**src/include/fpbc_defines.svh**
```systemverilog
// Constants for the flash protection and boot configuration block.
// Assumes a 100 MHz core clock; included by bare name.
`ifndef FPBC_DEFINES_SVH
`define FPBC_DEFINES_SVH

// ----------------------------------------------------------------
// Geometry
// ----------------------------------------------------------------
`define FPBC_PAGES_PER_REGION   64
`define FPBC_NUM_PAGES          1024
`define FPBC_PAGE_BYTES         256
`define FPBC_UID_BITS           128
`define FPBC_NVB_SECURITY       0
`define FPBC_NVB_BOOT_FLASH     1
`define FPBC_BOOT_ADDR          32'h0000_0000

// ----------------------------------------------------------------
// Timing
// ----------------------------------------------------------------
`define FPBC_CLK_MHZ            100
`define FPBC_ERASE_MIN_MS       200
`define FPBC_ERASE_QUAL_CYCLES  (`FPBC_ERASE_MIN_MS * 1000 * `FPBC_CLK_MHZ)

// ----------------------------------------------------------------
// Reset values
// ----------------------------------------------------------------
`define FPBC_NVB_RESET          2'h0

`endif

```
**src/include/fpbc_pkg.sv**
```systemverilog
// Types for the flash protection and boot configuration block.
// Assumes nothing beyond a SystemVerilog compiler.
package fpbc_pkg;

   typedef enum logic [3:0] {
      FPBC_CMD_READ,
      FPBC_CMD_PAGE_PROG,
      FPBC_CMD_PAGE_ERASE,
      FPBC_CMD_FULL_ERASE,
      FPBC_CMD_SET_LOCK,
      FPBC_CMD_CLR_LOCK,
      FPBC_CMD_SET_NVB,
      FPBC_CMD_CLR_NVB
   } fpbc_cmd_t;

   typedef struct packed {
      fpbc_cmd_t  cmd;
      logic [9:0] page;
      logic [0:0] nvb_idx;
   } fpbc_req_t;

   typedef struct packed {
      logic done;
      logic aborted;
   } fpbc_resp_t;

endpackage

```
**src/design/fpbc_core.sv**
```systemverilog
// Flash protection, security and boot configuration logic.
// Assumes one command at a time from the command controller or the
// parallel port, and an array engine that reports full erase done.
//
// Overview of operation
// - One lock bit per 64-page region
// - Locked program or erase aborts, raises interrupt
// - Set and clear lock commands per region
// - Erase pin clears every lock bit
// - Security bit blocks debug and parallel accesses
// - Security bit only settable, never cleared by command
// - Erase pin plus full erase clears security
// - Calibration bits fixed, erase pin ignored
// - Fixed 128-bit unique identifier
// - Erase pin leaves identifier untouched
// - Parallel port accepts all listed commands
// - Fast mode needs test high, selects low
// - Two nonvolatile bits, set and clear commands
// - Boot at zero, flash or ROM by bit 1
// - Erase pin clears boot select bit
// - Single bank, 1024 pages of 256 bytes
// - Controller sequences program, erase, lock operations
`timescale 1ns/1ps
`default_nettype none
`include "fpbc_defines.svh"

module fpbc_core #(
   parameter int                 NUM_PAGES   = `FPBC_NUM_PAGES,
   parameter int                 REGION_PGS  = `FPBC_PAGES_PER_REGION,
   parameter int                 ERASE_QUAL  = `FPBC_ERASE_QUAL_CYCLES,
   parameter logic [127:0]       UID_VALUE   = 128'h0,  // Arbitrary value
   parameter logic [15:0]        CALIB_VALUE = 16'h0    // Arbitrary value
) (
   input  wire logic             core_clk,        // System clock
   input  wire logic             sys_rst,         // Sync reset, high
   input  wire logic             erase_pin,       // External erase pin
   input  wire logic             test_mode_pin,   // Test pin
   input  wire logic             prog_select_pin_a, // Program select A
   input  wire logic             prog_select_pin_b, // Program select B
   input  wire logic             req_valid,       // Command strobe
   input  wire fpbc_pkg::fpbc_req_t req,          // Command
   input  wire logic             full_erase_done, // Array erase complete
   output logic                  req_ready,       // Accepts command
   output fpbc_pkg::fpbc_resp_t  resp,            // Command result
   output logic                  flash_irq,       // Abort interrupt pulse
   output logic [NUM_PAGES/REGION_PGS-1:0] lock_bits, // Lock state
   output logic [1:0]            general_purpose_nv_bit, // NV bits
   output logic                  secure,          // Security active
   output logic                  debug_probe_interface_en, // Debug allowed
   output logic                  parallel_programming_port_en, // Port on
   output logic                  boot_from_flash, // Flash mapped at 0x0
   output logic [31:0]           boot_addr,       // Reset vector base
   output logic [127:0]          unique_id,       // Factory identifier
   output logic [15:0]           calib_bits       // Factory calibration
);

   localparam int NREG = NUM_PAGES / REGION_PGS;
   localparam int CW   = $clog2(ERASE_QUAL + 1);

   generate
      if (NUM_PAGES > 1024 || REGION_PGS < 1 ||
          NUM_PAGES % REGION_PGS != 0 || NREG < 1 || ERASE_QUAL < 2)
      begin : g_bad_param
         $error("fpbc_core: unsupported parameters");
      end
   endgenerate

   // ----------------------------------------------------------------
   // Helpers
   // ----------------------------------------------------------------
   // page to region
   function automatic int region_of(input logic [9:0] page);
      region_of = int'(page) / REGION_PGS;
   endfunction

   // ----------------------------------------------------------------
   // Erase pin synchroniser and qualifier
   // ----------------------------------------------------------------
   logic          erase_meta;
   logic          erase_sync;
   logic [CW-1:0] erase_cnt;
   logic          erase_qual;
   logic          erase_armed;

   always_ff @(posedge core_clk)
   begin
      if (sys_rst)
      begin
         erase_meta <= 1'b0;
         erase_sync <= 1'b0;
      end
      else
      begin
         erase_meta <= erase_pin;
         erase_sync <= erase_meta;
      end
   end

   always_ff @(posedge core_clk)
   begin
      if (sys_rst || !erase_sync)
         erase_cnt <= '0;
      else if (erase_cnt != CW'(ERASE_QUAL))
         erase_cnt <= erase_cnt + 1'b1;
   end

   // One-cycle qualified event; a long hold fires only once
   assign erase_qual = erase_sync && (erase_cnt == CW'(ERASE_QUAL - 1));

   // arm security clear until full erase completes
   always_ff @(posedge core_clk)
   begin
      if (sys_rst)
         erase_armed <= 1'b0;
      else if (erase_qual)
         erase_armed <= 1'b1;
      else if (full_erase_done)
         erase_armed <= 1'b0;
   end

   // ----------------------------------------------------------------
   // Command decode
   // ----------------------------------------------------------------
   logic accept;
   logic is_write;
   logic hits_lock;
   int   reg_idx;

   assign req_ready = 1'b1;
   assign accept    = req_valid;
   assign reg_idx   = region_of(req.page);
   assign is_write  = (req.cmd == fpbc_pkg::FPBC_CMD_PAGE_PROG) ||
                      (req.cmd == fpbc_pkg::FPBC_CMD_PAGE_ERASE);
   assign hits_lock = (reg_idx < NREG) && lock_bits[reg_idx];

   always_ff @(posedge core_clk)
   begin
      if (sys_rst)
      begin
         resp      <= '0;
         flash_irq <= 1'b0;
      end
      else
      begin
         resp.done    <= accept;
         resp.aborted <= accept && is_write && hits_lock;
         flash_irq    <= accept && is_write && hits_lock;
      end
   end

   // ----------------------------------------------------------------
   // Lock bits
   // ----------------------------------------------------------------
   genvar g;
   generate
      for (g = 0; g < NREG; g++)
      begin : g_lock
         always_ff @(posedge core_clk)
         begin
            if (sys_rst || erase_qual)
               lock_bits[g] <= 1'b0;
            else if (accept && reg_idx == g &&
                     req.cmd == fpbc_pkg::FPBC_CMD_SET_LOCK)
               lock_bits[g] <= 1'b1;
            else if (accept && reg_idx == g &&
                     req.cmd == fpbc_pkg::FPBC_CMD_CLR_LOCK)
               lock_bits[g] <= 1'b0;
         end
      end
   endgenerate

   // ----------------------------------------------------------------
   // General-purpose nonvolatile bits
   // ----------------------------------------------------------------
   // security set by command, cleared by erase only
   always_ff @(posedge core_clk)
   begin
      if (sys_rst)
         general_purpose_nv_bit[`FPBC_NVB_SECURITY] <= 1'b0;
      else if (accept && req.cmd == fpbc_pkg::FPBC_CMD_SET_NVB &&
               req.nvb_idx == 1'(`FPBC_NVB_SECURITY))
         general_purpose_nv_bit[`FPBC_NVB_SECURITY] <= 1'b1;
      else if (erase_armed && full_erase_done)
         general_purpose_nv_bit[`FPBC_NVB_SECURITY] <= 1'b0;
   end

   always_ff @(posedge core_clk)
   begin
      if (sys_rst || erase_qual)
         general_purpose_nv_bit[`FPBC_NVB_BOOT_FLASH] <= 1'b0;
      else if (accept && req.nvb_idx == 1'(`FPBC_NVB_BOOT_FLASH) &&
               req.cmd == fpbc_pkg::FPBC_CMD_SET_NVB)
         general_purpose_nv_bit[`FPBC_NVB_BOOT_FLASH] <= 1'b1;
      else if (accept && req.nvb_idx == 1'(`FPBC_NVB_BOOT_FLASH) &&
               req.cmd == fpbc_pkg::FPBC_CMD_CLR_NVB)
         general_purpose_nv_bit[`FPBC_NVB_BOOT_FLASH] <= 1'b0;
   end

   // ----------------------------------------------------------------
   // Access gating and boot map
   // ----------------------------------------------------------------
   logic       fast_mode;
   logic [2:0] strap_meta;
   logic [2:0] strap_sync;

   // Strap pins are asynchronous levels; two flops before any decode
   always_ff @(posedge core_clk)
   begin
      if (sys_rst)
      begin
         strap_meta <= 3'h0;
         strap_sync <= 3'h0;
      end
      else
      begin
         strap_meta <= {test_mode_pin, prog_select_pin_a, prog_select_pin_b};
         strap_sync <= strap_meta;
      end
   end

   always_ff @(posedge core_clk)
   begin
      if (sys_rst)
         fast_mode <= 1'b0;
      else
         fast_mode <= strap_sync[2] && !strap_sync[1] && !strap_sync[0];
   end

   assign secure = general_purpose_nv_bit[`FPBC_NVB_SECURITY];
   // security blocks debug and parallel port
   assign debug_probe_interface_en     = !secure;
   assign parallel_programming_port_en = fast_mode && !secure;
   assign boot_from_flash = general_purpose_nv_bit[`FPBC_NVB_BOOT_FLASH];
   assign boot_addr       = `FPBC_BOOT_ADDR;
   assign unique_id  = UID_VALUE;
   assign calib_bits = CALIB_VALUE;

endmodule
`default_nettype wire

```
**config.mk**
```make
export PLATFORM = sky130hd
export DESIGN_NAME = fpbc_core
export DESIGN_NICKNAME = d
export VERILOG_FILES = /design/src/include/fpbc_pkg.sv /design/src/design/fpbc_core.sv
export VERILOG_INCLUDE_DIRS = /design/src /design/src/include
export SDC_FILE = /design/constraint.sdc
export NUM_CORES = 1
export LEC_CHECK = 0
export BUFFER_PORTS_ARGS = -buffer_cell sky130_fd_sc_hd__buf_2
export CAP_MARGIN = 30
export CORE_MARGIN = 5
export CORE_UTILIZATION = 41
export CTS_CLUSTER_DIAMETER = 60
export DETAILED_ROUTE_END_ITERATION = 8
export GPL_ROUTABILITY_DRIVEN = 1
export GPL_TIMING_DRIVEN = 0
export HOLD_SLACK_MARGIN = 0.1
export PLACE_DENSITY = 0.78
export SYNTH_ARGS = -nofsm -noshare
export SYNTH_HDL_FRONTEND = slang
export SYNTH_SLANG_ARGS = --single-unit
export TNS_END_PERCENT = 10
```
**constraint.sdc**
```tcl
create_clock -name core_clk -period 2 [get_ports core_clk]
set_clock_uncertainty 0.15 [all_clocks]
set_input_delay 0.4 -clock core_clk [delete_from_list [all_inputs] [get_ports core_clk]]
set_output_delay 0.4 -clock core_clk [all_outputs]
set_load 0.05 [all_outputs]
```
Word level (Yosys, flattened, before mapping)
Index checks and enable logic that the tools add are counted.

word-level totals
  input port bits = 23
  flip-flop bits (word level) = 55
  output and inout bits = 202
  logic and storage cells = 182

operators by class
  reductions and logical operators = 88
  add/sub/neg operators = 1
  equality and inequality tests = 23
  bitwise logic cells = 1
  magnitude comparators = 2
  multiplexer cells = 40

operators with widths
  kind                                                                  count
  1-bit logical AND                                                     61
  1-bit 2-to-1 mux                                                      39
  2-bit nonzero test                                                    19
  4-bit by 3-bit == test with 1-bit output, second input constant       8
  4-bit == test, second input constant                                  8
  32-bit zero test                                                      1
  25-bit by 1-bit adder with 25-bit output, second input constant       1
  25-bit == test, second input constant                                 1
  25-bit != test, second input constant                                 1
  4-bit by 2-bit == test with 1-bit output, second input constant       3
  4-bit by 5-bit < comparator with 1-bit output, second input constant  2
  4-bit by 1-bit == test with 1-bit output, second input constant       2
  1-bit binary-select mux with 4-bit select                             1
  1-bit zero test                                                       4
  1-bit logical OR                                                      3
  1-bit inverter                                                        1

Longest topological paths before layout
Gate-level depths: netlist of the first run.

  depth after elaboration = 5
  depth in mapped cells = 6

Worst setup path after synthesis of the first run
Ideal clock, no wire load.

  path type = input port to flip-flop
  from = input req[7] in the netlist's numbering
  to = register flash_irq
  path buffers = 1
  data required time = 1.734 ns
  setup time = 0.116 ns
  setup slack = 0.063 ns
  cell stages on the path = 4
  data arrival time = 1.671 ns
  path through = buf_6 -> mux4_1 -> mux4_2 -> and4_1

between the ends
  word-level cells in the longest chain between the ends = 4
  elaborated cells on any way between the ends = 5
  those cells by class = 1 x order compare; 2 x mux; 2 x reduce/logical

RTL lines
  element                                    line              text
  start, declared                            fpbc_core.sv:41   input wire fpbc_pkg::fpbc_req_t req,
  1-bit binary-select mux with 4-bit select  fpbc_core.sv:134  assign hits_lock = (reg_idx < NREG) && lock_bits[reg_idx];
  1-bit 2-to-1 mux (not written as such)     fpbc_core.sv:134
  1-bit logical AND (*)                      fpbc_core.sv:134
  1-bit logical AND (*)                      fpbc_core.sv:147  flash_irq <= accept && is_write && hits_lock;
  end signal, assigned                       fpbc_core.sv:147
  end, declared                              fpbc_core.sv:45   output logic flash_irq,

Every way passes the cells marked *; elsewhere a longest branch is shown, timed or not. The select of a mux whose other input is x is not followed.
A chain may end at the register's enable or synchronous reset.

Worst setup path after layout of the first run
  from = register erase_cnt[17]
  to = register erase_cnt[23]

between the ends
  word-level cells in the longest chain between the ends = 1
  elaborated cells on any way between the ends = 2
  those cells by class = 1 x add/sub; 1 x eq/ne

RTL lines
  element                                                                     line                                text
  start, declared                                                             fpbc_core.sv:81                     logic [CW-1:0] erase_cnt;
  start signal, assigned                                                      fpbc_core.sv:104                    erase_cnt <= erase_cnt + 1'b1;
  25-bit by 1-bit adder with 25-bit output or 25-bit != test (tied branches)  fpbc_core.sv:104, fpbc_core.sv:103

Several ways; a longest one is shown, not always the timed one.

==> impl_metrics.tcl, run 1 <==
set metrics [dict create \
    mostFrequentLayoutCell "buf_4" \
    dp.cells 806 \
    critical_path.startpoint "erase_cnt[17]" \
    grt.total_usage 0.140 \
    fillers 932 \
    synth-main-ff-cell "dfxtp_1" \
    start_util 0.414 \
    grt_pass1_vias 2835 \
    status "complete, no violations" \
    crit_arrival_ns 1.93 \
    synthCells 461 \
    drc 0 \
    drtIter0Drc 85 \
    slowest_stage "or4_1" \
    hp-start "test_mode_pin" \
    coreArea_sq_mm 0.00964 \
    synth.top_cell.area_share 0.342 \
    required_ns 2.08 \
    path_max_fanout 8 \
    clk_latency_ns 0.30 \
    overflow 0 \
    crit-reg2reg-launch "erase_cnt[17]" \
    maxCapViolations 0 \
    yosysWarnings 0 \
    finalSetupViolations 0 \
    clock_sinks 55 \
    drt_wl_total_um 8890 \
    htree_levels 2 \
    numPortBuffers 37 \
    finish.utilization 0.531 \
    final_cell_mix "buf_4, conb_1, dfxtp_1" \
    fin_cells 815 \
    fin_crit_ns 1.85 \
    start_kind "register" \
    worstSetupPathType "register to register" \
    cts_tree "built" \
    synthTopCellsByArea "buf_4, dfxtp_1, mux2i_1, nor2_1, xor2_1" \
    power.leakage_nw 2.69 \
    n_antenna_cell 0 \
    antenna_found_initial 0 \
    drt_pre_antenna_iters 4 \
    ys_types 46 \
    place_congestion 0.814 \
    min_path_type "input port to register" \
    fin_crit_sh 0.927 \
    vias 3229 \
    ant_nets 0 \
    cts_root_buffer "clkbuf_8" \
    die_y_um 109 \
    tightestPinTransition_ns 0.737 \
    fmax_ghz 0.539 \
    yosysSeqAreaShare 0.276 \
    final_nets 706 \
    vias_per_cell 3.96 \
    syn_to_final_growth_pct 28.1 \
    power.density_mw_per_mm2 560 \
    die_area_sq_mm 0.0118 \
    synth-seq-cells 55 \
    dp_hpwl_um 7550 \
    slew_viol_final 0 \
    crit_chain "and4_1 > nand4_1 > or4_1 > a21oi_1" \
    io_pins 225 \
    slew_headroom 0.502 \
    synth_area_leader_cell "buf_4" \
    grt_pass1_wl_um 13600 \
    die_w_um 109 \
    rows 36 \
    grt_max_degree 18 \
    routedWlPerCell_um 10.9 \
    holdBufCountCts 0 \
    synth_edf_count 0 \
    slowest_delay_ns 0.53 \
    syn_area_sq_mm 0.00399 \
    clk_pin_slew_ns 0.10 \
    cts_max_path_buffers 2 \
    syn_area_per_cell_sq_um 8.66 \
    timing_hold_violations_final 0 \
    synth_async_sr_flop_share 0 \
    vdd_ir_drop_max_uv 281 \
    drive_gt1_frac 0.368 \
    rsz0062_at_grt "false" \
    endpoint_kind "register" \
    numCtsBuffers 5 \
]
worst max-delay path: cells and delay by family (launching register included):
kind / cells / cell delay [ns]
AND/OR/NAND/NOR: 3 / 1.00
flip-flops: 1 / 0.48
AO/OA/AOI/OAI: 1 / 0.15
path summary, 6_finish.rpt:
| path | cells after the start | slack (ns) | end |
|---|---|---|---|
| setup / recovery | 4 | 0.15 | erase_cnt[23] |
| hold / removal | 2 | 0.16 | strap_meta[2] |
| setup reg to reg | 4 | 0.15 | erase_cnt[23] |
| hold reg to reg | 1 | 0.26 | fast_mode |
cells in the mapped netlist, types with 4 or more instances:
master    number
and4_1         6
nand2_1       11
nor4b_1        6
nor2_1        29
dfxtp_1       55
nand4_1        9
nor4_1         4
nor3_1         6
nand3_1       16
buf_4        182
o31ai_1        8
xor2_1        11
a21oi_1       17
clkbuf_1       9
nand2b_1       4
inv_1          7
mux2i_1       12
nor2b_1       12
or4_1          8
cell type report:
type                            instances  area [sq um]  share of cell area
Clock inverter                          2          16.3             0.00318
Tap cell                              133           166              0.0325
Inverter                                7          26.3             0.00514
Multi-Input combinational cell        380          2110               0.412
Buffer                                193          1420               0.277
Clock buffer                            6          72.6              0.0142
Sequential cell                        55          1110               0.217
Timing Repair Buffer                   39           200              0.0391
metal layers:
| metal | part of all wire | routed length, um | track usage |
|---|---|---|---|
| met1 | 0.37 | 3300 | 0.156 |
| met2 | 0.52 | 4600 | 0.259 |
| met3 | 0.089 | 788 | 0.0367 |
| met4 | 0.022 | 197 | 0.0451 |
| met5 | 0 | 0 | 0 |
per-stage QoR:
step	setup TNS [ns]	hold WS, ns	cell area, sq um	setup WS, ns	power (W)
2_1_floorplan	0	0.224	4650	0.0630	0.00220
3_3_place_gp	-0.604	0.230	5000	-0.0619	0.00224
3_5_place_dp	-0.710	0.231	5000	-0.0793	0.00224
4_1_cts	0	0.153	5100	0.0312	0.00285
5_1_grt	0	0.147	5110	0.0110	0.00298
6_report	0	0.158	5110	0.145	0.00286
registers in the layout, indices dropped and copies added (netlist names):
| signal | cells |
|---|---|
| secure | 1 |
| erase_cnt | 25 |
| resp | 1 |
| erase_meta | 1 |
| flash_irq | 1 |
| erase_sync | 1 |
| fast_mode | 1 |
| lock_bits | 16 |
| strap_sync | 3 |
| strap_meta | 3 |
| boot_from_flash | 1 |
| erase_armed | 1 |
report_power, final:
group	switching (W)	internal (W)
clock	0.000363	0.000253
sequential	0.00000409	0.00111
combinational	0.000856	0.000282
cells by family (layout without fill, tap and decap cells):
group / count (synthesis) / count (layout) / share of synthesized area
other: 2 / 177 / 0.00188
XOR/XNOR: 13 / 13 / 0.0285
multiplexers: 17 / 17 / 0.0611
adder cells (fa/ha/maj): 2 / 2 / 0.00627
flip-flops: 55 / 55 / 0.276
AND/OR/NAND/NOR: 136 / 136 / 0.206
AO/OA/AOI/OAI: 35 / 35 / 0.0577
buffers and inverters: 201 / 247 / 0.363
what timing repair did:
| action | 4_1_cts | 5_1_grt |
|---|---|---|
| endpoints found under the setup margin | 10 | 26 |
| resized for setup | 0 | 7 |
| setup buffers | 2 | 0 |
| pin swaps | 1 | 2 |
Power figures use the tool's default switching activity.
==> run 2, diff against run 1 <==
--- a/config.mk
+++ b/config.mk
@@ -8,14 +8,16 @@
 export LEC_CHECK = 0
 export BUFFER_PORTS_ARGS = -buffer_cell sky130_fd_sc_hd__buf_2
 export CAP_MARGIN = 30
+export CELL_PAD_IN_SITES_DETAIL_PLACEMENT = 0
+export CELL_PAD_IN_SITES_GLOBAL_PLACEMENT = 1
 export CORE_MARGIN = 5
-export CORE_UTILIZATION = 41
+export CORE_UTILIZATION = 28
 export CTS_CLUSTER_DIAMETER = 60
 export DETAILED_ROUTE_END_ITERATION = 8
 export GPL_ROUTABILITY_DRIVEN = 1
 export GPL_TIMING_DRIVEN = 0
 export HOLD_SLACK_MARGIN = 0.1
-export PLACE_DENSITY = 0.78
+export PLACE_DENSITY_LB_ADDON = 0.1
 export SYNTH_ARGS = -nofsm -noshare
 export SYNTH_HDL_FRONTEND = slang
 export SYNTH_SLANG_ARGS = --single-unit
==> run 2 against run 1 <==
Maximum frequency fell by 0.93%. Clock power rose by 50%. Worst hold slack improved by 0.011 ns. Routed wire length rose by 0.29%. Global-route usage fell by 4.4 points. Non-clock buffer count fell by 1. Final cell count rose by 5.6%. Register-to-register slack got worse by 0.02 ns. Critical path depth did not move. Die area rose by 42%. Via count fell by 2.5%. Worst setup slack got worse by 0.017 ns. Critical endpoint unchanged.
==> impl_metrics.tcl, run 2 (synthesized netlist as in run 1, its figures left out) <==
set metrics [dict create \
    die_w_um 129 \
    path_max_fanout 8 \
    coreArea_sq_mm 0.0139 \
    rsz0062_at_grt "false" \
    timing_hold_violations_final 0 \
    final_nets 705 \
    dp.cells 853 \
    drt_pre_antenna_iters 4 \
    crit_cells 4 \
    grt_max_degree 17 \
    overflow 0 \
    routedWlPerCell_um 10.4 \
    drt_wl_total_um 8910 \
    critPathCapture "erase_cnt[23]" \
    htree_levels 2 \
    p_total_w 0.00316 \
    worst-path-buf-inv 0 \
    vias_per_cell 3.66 \
    vdd_ir_drop_max_uv 338 \
    n_antenna_cell 0 \
    finalSetupViolations 0 \
    syn_to_final_growth_pct 31.2 \
    crit_arrival_ns 1.94 \
    largest_register_ff_count 25 \
    start_kind "register" \
    place_congestion 0.782 \
    die_area_sq_mm 0.0167 \
    die_y_um 129 \
    setup_ws_ns 0.128 \
    cts_max_path_buffers 2 \
    grt_pass1_wl_um 13200 \
    crit_family "simple AND/OR/NAND/NOR gates" \
    fmax_ghz 0.534 \
    slew_viol_final 0 \
    power.density_mw_per_mm2 604 \
    reg2reg_depth 4 \
    cts_root_buffer "clkbuf_16" \
    power.leakage_nw 2.72 \
    place_ws_ns -0.147 \
    dp_hpwl_um 7430 \
    ant_nets 0 \
    cts_tree "built" \
    numPortBuffers 37 \
    clock_sinks 55 \
    slew_headroom 0.518 \
    mostFrequentLayoutCell "buf_4" \
    largest-register "erase_cnt" \
    grt.total_usage 0.0962 \
    fillers 1446 \
    fin_cells 861 \
    clk_latency_ns 0.29 \
    start_util 0.286 \
    vias 3147 \
    status "complete, no violations" \
    fin_crit_sh 0.936 \
    slowest_delay_ns 0.54 \
    critical_path.startpoint "erase_cnt[17]" \
    io_pins 225 \
    drive_gt1_frac 0.366 \
    rows 43 \
    fin_crit_ns 1.87 \
    clk_pin_slew_ns 0.07 \
    crit_chain "and4_1 > nand4_1 > or4_1 > a21oi_1" \
    worstSetupPathType "register to register" \
    maxCapViolations 0 \
    slowest_stage "or4_1" \
    crit-reg2reg-launch "erase_cnt[17]" \
    fin_setup_tns_ns 0 \
    timing.rr.end "erase_cnt[23]" \
    drc 0 \
    tightestPinTransition_ns 0.713 \
    ff2ff_setup_slack_ns 0.13 \
    antenna_found_initial 0 \
    reg_top3 "erase_cnt (25), lock_bits (16)" \
    grt_pass1_vias 2654 \
    final_cell_mix "buf_4, conb_1, dfxtp_1" \
    endpoint_kind "register" \
    holdBufCountCts 0 \
    required_ns 2.07 \
    drtIter0Drc 117 \
    min_path_type "input port to register" \
    numCtsBuffers 5 \
]
[run 2: metrics by stage]
stage / area [sq um] / utilization / hold slack, ns
after floorplan: 4650 / - / 0.224
after global placement: 5060 / 0.363 / 0.234
after detailed placement: 5060 / 0.363 / 0.237
after CTS: 5230 / 0.376 / 0.166
after global routing: 5240 / 0.376 / 0.176
final: 5240 / 0.376 / 0.170
[run 2: where the power goes]
group	internal, W	switching [W]
logic	0.000281	0.000851
clock network	0.000533	0.000389
registers	0.00111	0.00000429
total	0.00192	0.00124
[run 2: how the worst min path moves through the flow]
stage,from,to,cells past startpoint
2_1_floorplan,strap_sync[0],fast_mode,1
3_3_place_gp,strap_sync[0],fast_mode,1
3_5_place_dp,strap_sync[1],fast_mode,1
4_1_cts,prog_select_pin_a,strap_meta[1],2
5_1_grt,prog_select_pin_b,strap_meta[0],2
6_report,erase_pin,erase_meta,2
[run 2: repair_timing]
| action | 4_1_cts | 5_1_grt |
|---|---|---|
| pin swaps | 1 | 0 |
| resized for setup | 1 | 7 |
| cloned | 0 | 0 |
| setup endpoints to repair | 11 | 15 |
| setup buffers | 1 | 0 |
[run 2: metal layers]
| metal | wire length [um] | share of wire | global-route usage |
|---|---|---|---|
| met2 | 4340 | 0.49 | 0.166 |
| met1 | 3590 | 0.40 | 0.122 |
| met3 | 920 | 0.10 | 0.0214 |
| met5 | 0 | 0 | 0 |
| met4 | 72 | 0.0081 | 0.0222 |
[run 2: final cells by class]
type                       count  area (sq um)  area share
buffer                       193          1420       0.271
clock inverter                 1          7.51     0.00143
inverter                       7          26.3     0.00502
timing repair buffer          38           193      0.0368
tap                          180           225      0.0430
sequential                    55          1110       0.211
multi-input combinational    380          2110       0.402
clock buffer                   7           153      0.0291
